--- config.mk ---
export PLATFORM = sky130hd
export DESIGN_NAME = clk_ctl
export DESIGN_NICKNAME = d
export VERILOG_FILES = /design/src/rtl/clk_ctl_pkg.sv /design/src/rtl/lock_counter.sv /design/src/rtl/freq_meter.sv /design/src/rtl/clk_ctl.sv
export SDC_FILE = /design/constraint.sdc
export NUM_CORES = 1
export LEC_CHECK = 0
export BUFFER_PORTS_ARGS = -buffer_cell sky130_fd_sc_hd__buf_2
export CORE_MARGIN = 3
export CORE_UTILIZATION = 28
export CTS_BUF_LIST = sky130_fd_sc_hd__clkbuf_2
export DETAILED_ROUTE_END_ITERATION = 10
export PLACE_DENSITY = 0.44
export SLEW_MARGIN = 20
export SYNTH_ARGS = -nofsm -noshare
export SYNTH_HDL_FRONTEND = slang
export SYNTH_SLANG_ARGS = --single-unit
--- constraint.sdc ---
create_clock -name clk -period 2.57 [get_ports clk]
set_clock_uncertainty 0.15 [all_clocks]
set_input_delay 0.1285 -clock clk [delete_from_list [all_inputs] [get_ports clk]]
set_output_delay 0.1285 -clock clk [all_outputs]
set_load 0.05 [all_outputs]
--- src/rtl/clk_ctl_pkg.sv ---
// Shared constants and carrier types for the main clock and synthesiser
// control block. Assumes a 100 MHz bus clock and an Avalon-MM master.
package clk_ctl_pkg;

    // Register byte offsets.
    localparam logic [5:0] OSC_CTRL_OFS     = 6'h00; // oscillator_control_reg
    localparam logic [5:0] FREQ_MEAS_OFS    = 6'h04; // freq_measure_reg
    localparam logic [5:0] SYS_SYNTH_OFS    = 6'h08; // system_synth_reg
    localparam logic [5:0] USB_SYNTH_OFS    = 6'h0C; // usb_synth_reg
    localparam logic [5:0] STATUS_OFS       = 6'h10; // power_status_reg
    localparam logic [5:0] IRQ_EN_OFS       = 6'h14; // power_irq_enable_reg
    localparam logic [5:0] IRQ_DIS_OFS      = 6'h18; // disable, write-one
    localparam logic [5:0] IRQ_MASK_OFS     = 6'h1C; // power_irq_mask_reg
    localparam logic [5:0] PUMP_CFG_OFS     = 6'h20; // charge_pump_config_reg
    localparam logic [5:0] MASTER_CLK_OFS   = 6'h24; // master_clock_reg
    localparam logic [5:0] LOW_RATE_OFS     = 6'h28; // slow clock select
    localparam logic [5:0] WAIT_MODE_OFS    = 6'h2C; // wait mode request

    // Oscillator control fields.
    localparam int FAST_RC_EN_BIT   = 3;
    localparam int CRYSTAL_EN_BIT   = 0;
    localparam int PRIMARY_SEL_BIT  = 24;
    localparam int XT_COUNT_LSB     = 8;

    // Status and interrupt bit positions.
    localparam int ST_CRYSTAL_BIT   = 0;
    localparam int ST_SYS_LOCK_BIT  = 1;
    localparam int ST_USB_LOCK_BIT  = 6;
    localparam int ST_SWITCH_BIT    = 16;
    localparam int ST_FAST_RC_BIT   = 17;

    // Synthesiser register fields.
    localparam int SYN_DIV_LSB      = 0;
    localparam int SYN_COUNT_LSB    = 8;
    localparam int SYN_FACTOR_LSB   = 16;

    // Frequency measurement fields.
    localparam int FM_READY_BIT     = 16;
    localparam int FM_WINDOW        = 16;

    // Master clock register field.
    localparam int HALVE_BIT        = 12;

    // Reset values.
    localparam logic [31:0] OSC_CTRL_RST   = 32'h0000_0008;
    localparam logic [31:0] ZERO_RST       = 32'h0000_0000;

    // Slow clock rate and its divide-by-eight prescale.
    localparam int LOW_RATE_HZ      = 32768;
    localparam int CLK_HZ           = 100_000_000;
    localparam int LOW_TICK_CYCLES  = CLK_HZ / LOW_RATE_HZ;
    localparam int XT_PRESCALE      = 8;

    // Fast RC stabilisation delay in bus cycles.
    localparam int FAST_RC_SETTLE   = 4;

    // Fields of one synthesiser register.
    typedef struct packed {
        logic [4:0] pad_hi;
        logic [10:0] factor;
        logic [7:0] count;
        logic [7:0] div;
    } synth_cfg_s;

    // Avalon-MM request bundle.
    typedef struct packed {
        logic        rd;
        logic        wr;
        logic [5:0]  addr;
        logic [31:0] wdata;
    } bus_req_s;

    // Returns true when a configuration takes the synthesiser out of power.
    function automatic logic synth_off(input synth_cfg_s c);
        return (c.factor == 11'h000) || (c.div == 8'h00);
    endfunction

endpackage

--- src/rtl/lock_counter.sv ---
// Settle counter for one frequency synthesiser.
// Assumes low_tick is a one-cycle pulse per slow clock period.
`timescale 1ns/1ps
module lock_counter
    import clk_ctl_pkg::*;
(
    input  wire logic       clk,
    input  wire logic       rstn,
    input  wire logic       load,
    input  wire logic       off,
    input  wire logic [7:0] count,
    input  wire logic       low_tick,
    output logic            locked,
    output logic            lock_rise
);

    logic [7:0] cnt_q;      // Remaining slow clock periods.
    logic       run_q;      // Countdown active.
    // The load is taken one cycle after the write strobe. At the strobe
    // the settings register still holds the old count.
    logic       load_q;     // Settings write seen one cycle ago.

    // Load on each settings write and while off, decrement per slow tick, flag at zero.
    always_ff @(posedge clk) begin
        if (!rstn) begin
            cnt_q     <= 8'h00;
            run_q     <= 1'b0;
            locked    <= 1'b0;
            lock_rise <= 1'b0;
            load_q    <= 1'b0;
        end else begin
            lock_rise <= 1'b0;
            load_q    <= load;
            if (load_q || off) begin
                // A disabled synthesiser never locks.
                cnt_q  <= count;
                run_q  <= !off;
                locked <= 1'b0;
            end else if (run_q) begin
                if (cnt_q == 8'h00) begin
                    run_q     <= 1'b0;
                    locked    <= 1'b1;
                    lock_rise <= 1'b1;
                end else if (low_tick) begin
                    cnt_q <= cnt_q - 8'h01;
                end
            end
        end
    end

endmodule

--- src/rtl/freq_meter.sv ---
// Main clock frequency meter, counting from a slow rise to the sixteenth slow fall (15.5 periods).
// Assumes low_rise and low_fall are one-cycle pulses from the parent.
`timescale 1ns/1ps
module freq_meter
    import clk_ctl_pkg::*;
(
    input  wire logic        clk,
    input  wire logic        rstn,
    input  wire logic        restart,
    input  wire logic        main_tick,
    input  wire logic        low_rise,
    input  wire logic        low_fall,
    output logic             ready,
    output logic [15:0]      value
);

    typedef enum logic [1:0] {IDLE, ARMED, COUNT} meter_e;
    meter_e     st_q;       // Measurement phase.
    logic [4:0] falls_q;    // Falling edges seen while counting.

    // Restart, wait for slow rise, then count until the 16th fall.
    always_ff @(posedge clk) begin
        if (!rstn) begin
            st_q    <= IDLE;
            falls_q <= 5'h00;
            ready   <= 1'b0;
            value   <= 16'h0000;
        end else if (restart) begin
            st_q    <= ARMED;
            ready   <= 1'b0;
            falls_q <= 5'h00;
        end else begin
            unique case (st_q)
                IDLE: begin
                end
                ARMED: begin
                    if (low_rise) begin
                        st_q  <= COUNT;
                        value <= 16'h0000;
                    end
                end
                COUNT: begin
                    if (main_tick) begin
                        value <= value + 16'h0001;
                    end
                    if (low_fall) begin
                        falls_q <= falls_q + 5'h01;
                        if (falls_q == 5'(FM_WINDOW - 1)) begin
                            st_q  <= IDLE;
                            ready <= 1'b1;
                        end
                    end
                end
            endcase
        end
    end

endmodule

--- src/rtl/clk_ctl.sv ---
// Main clock source, crystal startup and synthesiser lock control.
// Assumes slow clock and main clock arrive as pins sampled on clk.
`timescale 1ns/1ps
module clk_ctl
    import clk_ctl_pkg::*;
(
    input  wire logic        clk,
    input  wire logic        rstn,
    input  wire logic [5:0]  avs_address,
    input  wire logic        avs_read,
    input  wire logic        avs_write,
    input  wire logic [31:0] avs_writedata,
    input  wire logic [3:0]  avs_byteenable,
    output logic [31:0]      avs_readdata,
    output logic             avs_waitrequest,
    input  wire logic        rc_low_clock,
    input  wire logic        xtal_low_clock,
    input  wire logic        fast_rc_clock,
    input  wire logic        crystal_clock,
    input  wire logic        wait_mode,
    output logic             low_rate_source_select,
    output logic             fast_rc_osc_on,
    output logic             crystal_osc_on,
    output logic             primary_clock,
    output logic             primary_is_crystal,
    output logic             system_synth_on,
    output logic             usb_synth_on,
    output logic             system_synth_halve,
    output logic             irq
);

    // Request bundle, byte-lane write mask and register storage.
    bus_req_s    req;
    logic [31:0] wmask;
    logic [31:0] osc_q;          // oscillator_control_reg
    synth_cfg_s  sys_q;          // system_synth_reg
    synth_cfg_s  usb_q;          // usb_synth_reg
    logic [31:0] irq_mask_q;     // power_irq_mask_reg
    logic [31:0] pump_q;         // charge_pump_config_reg
    logic [31:0] mck_q;          // master_clock_reg
    logic        acc_q;          // One wait state before each answer.

    assign req   = '{rd: avs_read, wr: avs_write, addr: avs_address,
                     wdata: avs_writedata};
    assign wmask = {{8{avs_byteenable[3]}}, {8{avs_byteenable[2]}},
                    {8{avs_byteenable[1]}}, {8{avs_byteenable[0]}}};

    // Effective write: one cycle, at the edge where waitrequest is low.
    logic do_wr;
    assign do_wr = req.wr && acc_q;

    // Merges write data into a register under the byte enables.
    function automatic logic [31:0] merge(input logic [31:0] old,
                                          input logic [31:0] nw,
                                          input logic [31:0] m);
        return (old & ~m) | (nw & m);
    endfunction

    // Two-flop synchronisers for the pin clocks and wait_mode.
    logic [1:0] rc_s_q, xl_s_q, frc_s_q, xt_s_q, wm_s_q;
    always_ff @(posedge clk) begin
        if (!rstn) begin
            rc_s_q  <= 2'b00;
            xl_s_q  <= 2'b00;
            frc_s_q <= 2'b00;
            xt_s_q  <= 2'b00;
            wm_s_q  <= 2'b00;
        end else begin
            rc_s_q  <= {rc_s_q[0], rc_low_clock};
            xl_s_q  <= {xl_s_q[0], xtal_low_clock};
            frc_s_q <= {frc_s_q[0], fast_rc_clock};
            xt_s_q  <= {xt_s_q[0], crystal_clock};
            wm_s_q  <= {wm_s_q[0], wait_mode};
        end
    end

    // Slow clock selection and edge detection on the chosen source.
    logic low_sel_q;             // Slow source select bit.
    logic low_prev_q;
    logic low_now;
    logic low_rise, low_fall;
    assign low_now  = low_sel_q ? xl_s_q[1] : rc_s_q[1];
    assign low_rise = low_now && !low_prev_q;
    assign low_fall = !low_now && low_prev_q;

    always_ff @(posedge clk) begin
        if (!rstn) begin
            low_prev_q <= 1'b0;
        end else begin
            low_prev_q <= low_now;
        end
    end

    // Bus slave handshake: waitrequest drops one cycle after a request.
    // Waitrequest is its own flop that tracks the inverse of acc_q, so
    // the port has no gate after the register.
    always_ff @(posedge clk) begin
        if (!rstn) begin
            acc_q           <= 1'b0;
            avs_waitrequest <= 1'b1;
        end else begin
            acc_q           <= (req.rd || req.wr) && !acc_q;
            avs_waitrequest <= !((req.rd || req.wr) && !acc_q);
        end
    end

    // Configuration registers written by software.
    always_ff @(posedge clk) begin
        if (!rstn) begin
            osc_q     <= OSC_CTRL_RST;
            sys_q     <= synth_cfg_s'(ZERO_RST);
            usb_q     <= synth_cfg_s'(ZERO_RST);
            pump_q    <= ZERO_RST;
            mck_q     <= ZERO_RST;
            low_sel_q <= 1'b0;
        end else if (do_wr) begin
            unique case (req.addr)
                OSC_CTRL_OFS:   osc_q <= merge(osc_q, req.wdata, wmask);
                SYS_SYNTH_OFS:  sys_q <= merge(sys_q, req.wdata, wmask);
                USB_SYNTH_OFS:  usb_q <= merge(usb_q, req.wdata, wmask);
                PUMP_CFG_OFS:   pump_q <= merge(pump_q, req.wdata, wmask);
                MASTER_CLK_OFS: mck_q <= merge(mck_q, req.wdata, wmask);
                LOW_RATE_OFS: begin
                    if (avs_byteenable[0]) begin
                        low_sel_q <= req.wdata[0];
                    end
                end
                default: begin
                end
            endcase
        end
    end

    // Writes to the oscillator and both synthesiser registers, used to restart dependent logic.
    logic osc_wr, sys_wr, usb_wr;
    assign osc_wr = do_wr && (req.addr == OSC_CTRL_OFS);
    assign sys_wr = do_wr && (req.addr == SYS_SYNTH_OFS);
    assign usb_wr = do_wr && (req.addr == USB_SYNTH_OFS);

    // Fast RC stabilisation: a short fixed delay after enable.
    logic [2:0] frc_cnt_q;
    logic       frc_stable_q, frc_rise_q;
    always_ff @(posedge clk) begin
        if (!rstn) begin
            frc_cnt_q    <= 3'(FAST_RC_SETTLE);
            frc_stable_q <= 1'b0;
            frc_rise_q   <= 1'b0;
        end else begin
            frc_rise_q <= 1'b0;
            if (!osc_q[FAST_RC_EN_BIT]) begin
                frc_stable_q <= 1'b0;
                frc_cnt_q    <= 3'(FAST_RC_SETTLE);
            end else if (frc_cnt_q != 3'h0) begin
                frc_cnt_q <= frc_cnt_q - 3'h1;
            end else if (!frc_stable_q) begin
                frc_stable_q <= 1'b1;
                frc_rise_q   <= 1'b1;
            end
        end
    end

    // Crystal startup: slow clock divided by eight feeds a countdown.
    logic [2:0] pre_q;
    logic [7:0] xt_cnt_q;
    logic       xt_run_q, xt_stable_q, xt_rise_q;
    always_ff @(posedge clk) begin
        if (!rstn) begin
            pre_q       <= 3'h0;
            xt_cnt_q    <= 8'h00;
            xt_run_q    <= 1'b0;
            xt_stable_q <= 1'b0;
            xt_rise_q   <= 1'b0;
        end else begin
            xt_rise_q <= 1'b0;
            if (low_rise) begin
                pre_q <= pre_q + 3'h1;
            end
            // The enabling write is checked first. The enable bit in
            // osc_q is still old at that edge.
            if (osc_wr && req.wdata[CRYSTAL_EN_BIT]) begin
                xt_stable_q <= 1'b0;
                xt_run_q    <= 1'b1;
                xt_cnt_q    <= req.wdata[XT_COUNT_LSB +: 8];
                pre_q       <= 3'h0;
            end else if (!osc_q[CRYSTAL_EN_BIT]) begin
                xt_stable_q <= 1'b0;
                xt_run_q    <= 1'b0;
            end else if (xt_run_q) begin
                if (xt_cnt_q == 8'h00) begin
                    xt_run_q    <= 1'b0;
                    xt_stable_q <= 1'b1;
                    xt_rise_q   <= 1'b1;
                end else if (low_rise && pre_q == 3'(XT_PRESCALE - 1)) begin
                    xt_cnt_q <= xt_cnt_q - 8'h01;
                end
            end
        end
    end

    // Main source switch: wait for the old source low, then the new one.
    typedef enum logic [1:0] {ON_SRC, DROP_OLD, PICK_NEW} switch_e;
    switch_e sw_q;
    logic    want_xt, use_xt_q, sw_done_q;
    logic    cur_lvl, new_lvl;
    assign want_xt = osc_q[PRIMARY_SEL_BIT] && !wm_s_q[1];
    assign cur_lvl = use_xt_q ? xt_s_q[1] : frc_s_q[1];
    assign new_lvl = want_xt ? xt_s_q[1] : frc_s_q[1];

    always_ff @(posedge clk) begin
        if (!rstn) begin
            sw_q      <= ON_SRC;
            use_xt_q  <= 1'b0;
            sw_done_q <= 1'b1;
        end else begin
            unique case (sw_q)
                ON_SRC: begin
                    if (want_xt != use_xt_q) begin
                        sw_q      <= DROP_OLD;
                        sw_done_q <= 1'b0;
                    end
                end
                DROP_OLD: begin
                    if (!cur_lvl) begin
                        sw_q <= PICK_NEW;
                    end
                end
                PICK_NEW: begin
                    if (!new_lvl) begin
                        use_xt_q  <= want_xt;
                        sw_q      <= ON_SRC;
                        sw_done_q <= 1'b1;
                    end
                end
            endcase
        end
    end

    // Output gate is closed while the switch moves between sources.
    always_ff @(posedge clk) begin
        if (!rstn) begin
            primary_clock <= 1'b0;
        end else begin
            primary_clock <= (sw_q == ON_SRC) && cur_lvl;
        end
    end

    // Main clock edges for the frequency meter.
    logic main_prev_q, main_tick;
    always_ff @(posedge clk) begin
        if (!rstn) begin
            main_prev_q <= 1'b0;
        end else begin
            main_prev_q <= cur_lvl;
        end
    end
    assign main_tick = cur_lvl && !main_prev_q;

    // Meter restarts when the selected source settles or changes.
    logic meter_restart, fm_ready;
    logic [15:0] fm_value;
    assign meter_restart = (!use_xt_q && frc_rise_q)
                         || (use_xt_q && xt_rise_q)
                         || (sw_q == PICK_NEW && !new_lvl);

    freq_meter u_meter (
        .clk       (clk),
        .rstn      (rstn),
        .restart   (meter_restart),
        .main_tick (main_tick),
        .low_rise  (low_rise),
        .low_fall  (low_fall),
        .ready     (fm_ready),
        .value     (fm_value)
    );

    // Synthesiser lock counters; a write to a synthesiser's setting restarts its own counter.
    logic sys_off, usb_off, sys_lock, usb_lock, sys_rise, usb_rise;
    assign sys_off = synth_off(sys_q);
    assign usb_off = synth_off(usb_q);

    lock_counter u_sys_lock (
        .clk       (clk),
        .rstn      (rstn),
        .load      (sys_wr),
        .off       (sys_off),
        .count     (sys_q.count),
        .low_tick  (low_rise),
        .locked    (sys_lock),
        .lock_rise (sys_rise)
    );

    lock_counter u_usb_lock (
        .clk       (clk),
        .rstn      (rstn),
        .load      (usb_wr),
        .off       (usb_off),
        .count     (usb_q.count),
        .low_tick  (low_rise),
        .locked    (usb_lock),
        .lock_rise (usb_rise)
    );

    // Status word and interrupt mask.
    logic [31:0] status;
    always_comb begin
        status                  = 32'h0000_0000;
        status[ST_CRYSTAL_BIT]  = xt_stable_q;
        status[ST_SYS_LOCK_BIT] = sys_lock;
        status[ST_USB_LOCK_BIT] = usb_lock;
        status[ST_SWITCH_BIT]   = sw_done_q;
        status[ST_FAST_RC_BIT]  = frc_stable_q;
    end

    // Enable and disable writes are one-shot sets and clears of the mask.
    always_ff @(posedge clk) begin
        if (!rstn) begin
            irq_mask_q <= ZERO_RST;
        end else if (do_wr && req.addr == IRQ_EN_OFS) begin
            irq_mask_q <= irq_mask_q | (req.wdata & wmask);
        end else if (do_wr && req.addr == IRQ_DIS_OFS) begin
            irq_mask_q <= irq_mask_q & ~(req.wdata & wmask);
        end
    end

    // Interrupt follows masked status as a level.
    always_ff @(posedge clk) begin
        if (!rstn) begin
            irq <= 1'b0;
        end else begin
            irq <= |(status & irq_mask_q);
        end
    end

    // Read data registered together with the low waitrequest.
    always_ff @(posedge clk) begin
        if (!rstn) begin
            avs_readdata <= 32'h0000_0000;
        end else if (req.rd && !acc_q) begin
            unique case (req.addr)
                OSC_CTRL_OFS:   avs_readdata <= osc_q;
                FREQ_MEAS_OFS:  avs_readdata <= {15'h0000, fm_ready,
                                                 fm_value};
                SYS_SYNTH_OFS:  avs_readdata <= sys_q;
                USB_SYNTH_OFS:  avs_readdata <= usb_q;
                STATUS_OFS:     avs_readdata <= status;
                IRQ_MASK_OFS:   avs_readdata <= irq_mask_q;
                PUMP_CFG_OFS:   avs_readdata <= pump_q;
                MASTER_CLK_OFS: avs_readdata <= mck_q;
                LOW_RATE_OFS:   avs_readdata <= {31'h0, low_sel_q};
                default:        avs_readdata <= 32'h0000_0000;
            endcase
        end
    end

    // Registered oscillator and synthesiser control outputs.
    always_ff @(posedge clk) begin
        if (!rstn) begin
            low_rate_source_select <= 1'b0;
            fast_rc_osc_on         <= 1'b0;
            crystal_osc_on         <= 1'b0;
            primary_is_crystal     <= 1'b0;
            system_synth_on        <= 1'b0;
            usb_synth_on           <= 1'b0;
            system_synth_halve     <= 1'b0;
        end else begin
            low_rate_source_select <= low_sel_q;
            fast_rc_osc_on         <= osc_q[FAST_RC_EN_BIT];
            crystal_osc_on         <= osc_q[CRYSTAL_EN_BIT];
            primary_is_crystal     <= use_xt_q;
            // Ratio (factor+1)/div is applied by the analog core.
            system_synth_on        <= !sys_off;
            usb_synth_on           <= !usb_off;
            system_synth_halve     <= mck_q[HALVE_BIT];
        end
    end

endmodule

# Word-level counts from Yosys, hierarchy flattened
# Index checks and enable logic that the tools add are counted.
classes:
  n_bitwise: 22
  addsub: 7
  n_reduce_logical: 85
  n_mux: 46
  n_eq_ne: 30
op_table:
  columns: ["op", "count"]
  rows:
  - ["$pmux W32 S9", 1]
  - ["$and A32 B32 Y32", 7]
  - ["$or A32 B32 Y32", 6]
  - ["$mux W8", 13]
  - ["$mux W32", 2]
  - ["$not A32 Y32", 2]
  - ["$logic_not A8 Y1", 5]
  - ["$and A18 B32 Y32", 1]
  - ["$mux W16", 2]
  - ["$pmux W16 S2", 1]
  - ["$reduce_or A32 Y1", 1]
  - ["$eq A6 B5 Y1 const B", 4]
  - ["$sub A8 B1 Y8 const B", 3]
  - ["$logic_not A11 Y1", 2]
  - ["$reduce_and A2 Y1", 11]
  - ["$reduce_bool A2 Y1", 10]
  - ["$eq A6 B6 Y1 const B", 3]
  - ["$logic_and A1 B1 Y1", 18]
  - ["$mux W1", 18]
  - ["$reduce_and A3 Y1", 6]
  - ["$add A16 B1 Y16 const B", 1]
  - ["$reduce_and A4 Y1", 4]
  - ["$ne A2 B2 Y1 const B", 7]
  - ["$eq A6 B4 Y1 const B", 2]
  - ["25 further kinds", 60]
word_totals:
  register_bits: 317
  inputBits: 51

# Depth between registers and ports, before layout
logic_depth:
  depth_word: 8
  ltp_mapped: 9
  mapped_depth_nobuf: 7

# Cells and area by module
# A second synthesis with hierarchy kept.
hier_totals:
  hier_cells: 1544
  area_unflattened_um2: 13655.6
by_module_without_submodules:
  columns: ["module", "area_each_um2", "cells_each", "seq_area_each_um2", "instances"]
  rows:
  - ["clk_ctl", 11245.8, 1268, 5425.2, 1]
  - ["lock_counter", 616.8, 70, 240.2, 2]
  - ["freq_meter", 1176.1, 136, 480.5, 1]

# Worst setup path before layout
# Ideal clock, no wire load.
synth_path:
  kind: "register to register"
  from: "register u_sys_lock.cnt_q[2]"
  to: "register u_sys_lock.cnt_q[1]"
  path_slack_ns: 0.502
  t_arrival_ns: 1.842
  n_path_buf: 0
  stages_incl_launch_ff: 6
  required_ns: 2.344
  period_less_slack_ns: 2.068
  setup_time_ns: 0.076
  cell_sequence: "dfxtp_1 > nor4_1 > a21boi_0 > nand2_1 > mux2_2 > o22ai_1"
synth_via:
  elab_chain_cells: 3
synth_lines:
  columns: ["item", "line", "source"]
  rows:
  - ["start: declaration", "lock_counter.sv:17", "logic [7:0] cnt_q;"]
  - ["start signal: assignment", "lock_counter.sv:36", "cnt_q <= count;"]
  - ["start signal: assignment", "lock_counter.sv:45", "cnt_q <= cnt_q - 8'h01;"]
  - ["$logic_not A8 Y1", "lock_counter.sv:40", "if (cnt_q == 8'h00) begin"]
  - ["$ne A2 B1 Y1 (no line)", null, null]
  - ["$reduce_and A3 Y1 (no line)", null, null]
# Every way passes these cells.
# A chain may end at the register's enable or synchronous reset.

==> flow_metrics.tcl <==
set metrics [dict create \
    areaGrowthSynthToFinish_pct 27.4 \
    ff2ff_setup_slack_ns 0.19 \
    synth_top_flop_cell "dfxtp_1" \
    wl_per_cell_um 19.8 \
    ys_seq_area_share_pct 47.3 \
    min_period_over_period_pct 99.4 \
    status "complete, no violations" \
    postRouteAntennaNets 0 \
    rsz0062_at_grt "no" \
    syn_nets 1671 \
    syn_avg_cell_area_um2 8.37 \
    synth_top_family_by_area "simple AND/OR/NAND/NOR gates" \
    drc_errors 0 \
    yosysTopAreaCell "dfxtp_1" \
    comb_power_share_pct 8.7 \
    synth-edff-count 0 \
    vdd_drop_max_uv 230 \
    cp-end-kind "register" \
    clockBufferDepth 3 \
    ys_ff_latch 317 \
    synth_adder_area_share_pct 1.58 \
    hold-worst-slack_ns 0.120 \
    yosys.area_share.simple_pct 21.1 \
    slew_headroom_pct 19.9 \
    grt_overflow 0 \
    hold_path.class "input pin to register" \
    yosysUniqueCellTypes 59 \
    final_util_pct 36.4 \
    grt_pass1_vias 13160 \
    clkLatencyLatePin_ns 1.04 \
    clock-sinks 317 \
    setup_viol 0 \
    design_area_um2 17100 \
    reg2reg_from "acc_q$_SDFF_PN0_" \
    core_area_um2 47000 \
    p_total_mw 9.72 \
    drive_above_1_share_pct 17.5 \
    p_seq_share_pct 52.0 \
    placed_area_um2 15000 \
    synth_top_area_share_pct 47.3 \
    drtIter0Drc 1057 \
    cts-htree-levels 3 \
    post-route-min-period_ns 2.55 \
    grt_max_degree 81 \
    die_h_um 225 \
    synth-async-reset-ratio_pct 0 \
    drt_wl_total_mm 50.7 \
    crit_fanout 16 \
    reg2reg_depth 7 \
    pre_cts_ws_ns 0.0179 \
    pwr-share-clk_pct 39.4 \
    hold_violations 0 \
    dieWidth_um 225 \
    worst-endpoint-required_ns 3.35 \
    startpoint_type "input pin" \
    setup_slack_ns 0.0166 \
    synthXorXnorAreaFrac_pct 1.50 \
    cts_tree "done" \
    drt-pass1-iter-count 5 \
    n_fill_cell 4897 \
    syn-instance-count 1603 \
    die_area_um2 50600 \
    dpl.hpwl_mm 33.2 \
    vias 13303 \
    synth_area_um2 13400 \
    cts_root_buffer "clkbuf_2" \
    fmax_ghz 0.392 \
    vias_per_cell 5.18 \
    critPathArrivalTime_ns 3.33 \
    final_common_cell "nand2_1" \
    path_class "input pin to register" \
    grtUsageTotal_pct 19.9 \
    io-pin-count 93 \
    nets 1967 \
    rows 79 \
    worstMarginPinSlew_ns 1.17 \
    io_buffers 92 \
    clk_pin_slew_ns 0.12 \
    p_leak_nw 6.50 \
    synth_mux_area_share_pct 4.51 \
    layout_common_cells "nand2_1, dfxtp_1, a21oi_1" \
    synth_compound_area_share_pct 20.6 \
    yosys_warnings 0 \
    start_util_pct 28.6 \
    grt_pass1_wl_mm 77.9 \
    p_int_mw 6.90 \
    switching_share_pct 29.0 \
    p_sw_mw 2.82 \
    antenna_found_initial 2 \
    cap_viol_max_count 0 \
    drv_slew 0 \
    cp-startpoint "avs_address[0]" \
    gp_congestion 0.815 \
    cts_buffers 91 \
    synth.top_cells.by_area "dfxtp_1, nand2_1, a21oi_1" \
    power_density_nw_per_um2 568 \
]
[worst min-delay path by stage]
stage,to,startpoint,slack (ns),cells after the start
floorplan,register,avs_writedata[3],0.10,2
global placement,xl_s_q[0]$_SDFF_PN0_,xtal_low_clock,0.19,2
detailed placement,xl_s_q[0]$_SDFF_PN0_,xtal_low_clock,0.19,2
CTS,register,avs_byteenable[0],0.008,5
global route,avs_readdata[0]$_SDFFE_PN0P_,avs_read,0.02,5
finish,register,avs_byteenable[1],0.12,6
[metal layers]
layer | part of all wire [%] | vias to the layer above | GRT usage (%)
li1 | - | 6367 | -
met1 | 45 | 6405 | 26.7
met2 | 46 | 453 | 32.1
met3 | 6.4 | 78 | 4.25
met4 | 2.3 | 0 | 6.15
met5 | 0 | - | 0
[power groups by stage]
stage / combinational, mW / sequential (mW) / clock (mW)
after floorplan: 0.357 / 5.19 / 0
after global placement: 0.703 / 5.16 / 0
after detailed placement: 0.705 / 5.17 / 0
after CTS: 0.839 / 5.05 / 3.99
after global routing: 0.921 / 5.06 / 4.25
final: 0.843 / 5.05 / 3.83
[synthesized netlist by cell type (3+ instances only)]
cell and count:
a211oi_1 6, a21oi_1 178, a221oi_1 16, a22o_1 22, a22oi_1 81, a31oi_1 8
and2_1 16, and3_1 27, buf_2 17, clkbuf_1 76, dfxtp_1 317, ha_1 17
inv_1 20, mux2_2 4, mux2i_1 56, nand2_1 324, nand2b_1 7, nand3_1 33
nand3_2 5, nand4_1 26, nand4b_1 7, nor2_1 92, nor2b_1 5, nor3_1 26
nor3b_1 3, nor4_1 9, o211ai_1 3, o21ai_0 122, o22ai_1 3, o31ai_1 6
o41ai_1 3, or3_1 5, or4_1 9, xnor2_1 7, xor2_1 16
[per-stage QoR]
stage / TNS (ns) / instances
after global routing: 0 / 2567
after detailed placement: 0 / 2289
final: 0 / 2567
after CTS: 0 / 2564
after floorplan: 0 / 1603
after global placement: -0.0238 / 2289
[worst max-delay path, stage by stage]
cell           delay, ns
dlygate4sd3_1       0.54
buf_2               0.17
nor4b_2             0.26
dlygate4sd3_1       0.59
buf_4               0.13
nand2_1             0.09
buf_4               0.25
dlygate4sd3_1       0.66
nor2_2              0.14
buf_6               0.16
nand2_1             0.06
a21oi_1             0.14
[area by class of cell]
cell class	count	area, um2	area share (%)
timing repair buffer	299	2430	14.2
clock inverter	27	189	1.10
antenna	3	7.51	0.0439
clock buffer	124	621	3.63
tap	607	759	4.44
multi-input combinational	1170	6670	39.0
inverter	20	80.1	0.468
sequential	317	6350	37.1
[kinds of logic after synthesis]
kind of cell	after synthesis
AO/OA/AOI/OAI	462
AND/OR/NAND/NOR	608
adder cells (fa/ha/maj)	17
multiplexers	60
buffers and inverters	116
flip-flops	317
XOR/XNOR	23
[what timing repair did]
item	CTS	global route
buffers inserted	0	0
setup endpoints to repair	0	17
endpoints found under the hold margin	317	2
hold buffers	124	1
resized for setup	0	13
Note: power is estimated with default switching activity, not from simulation.
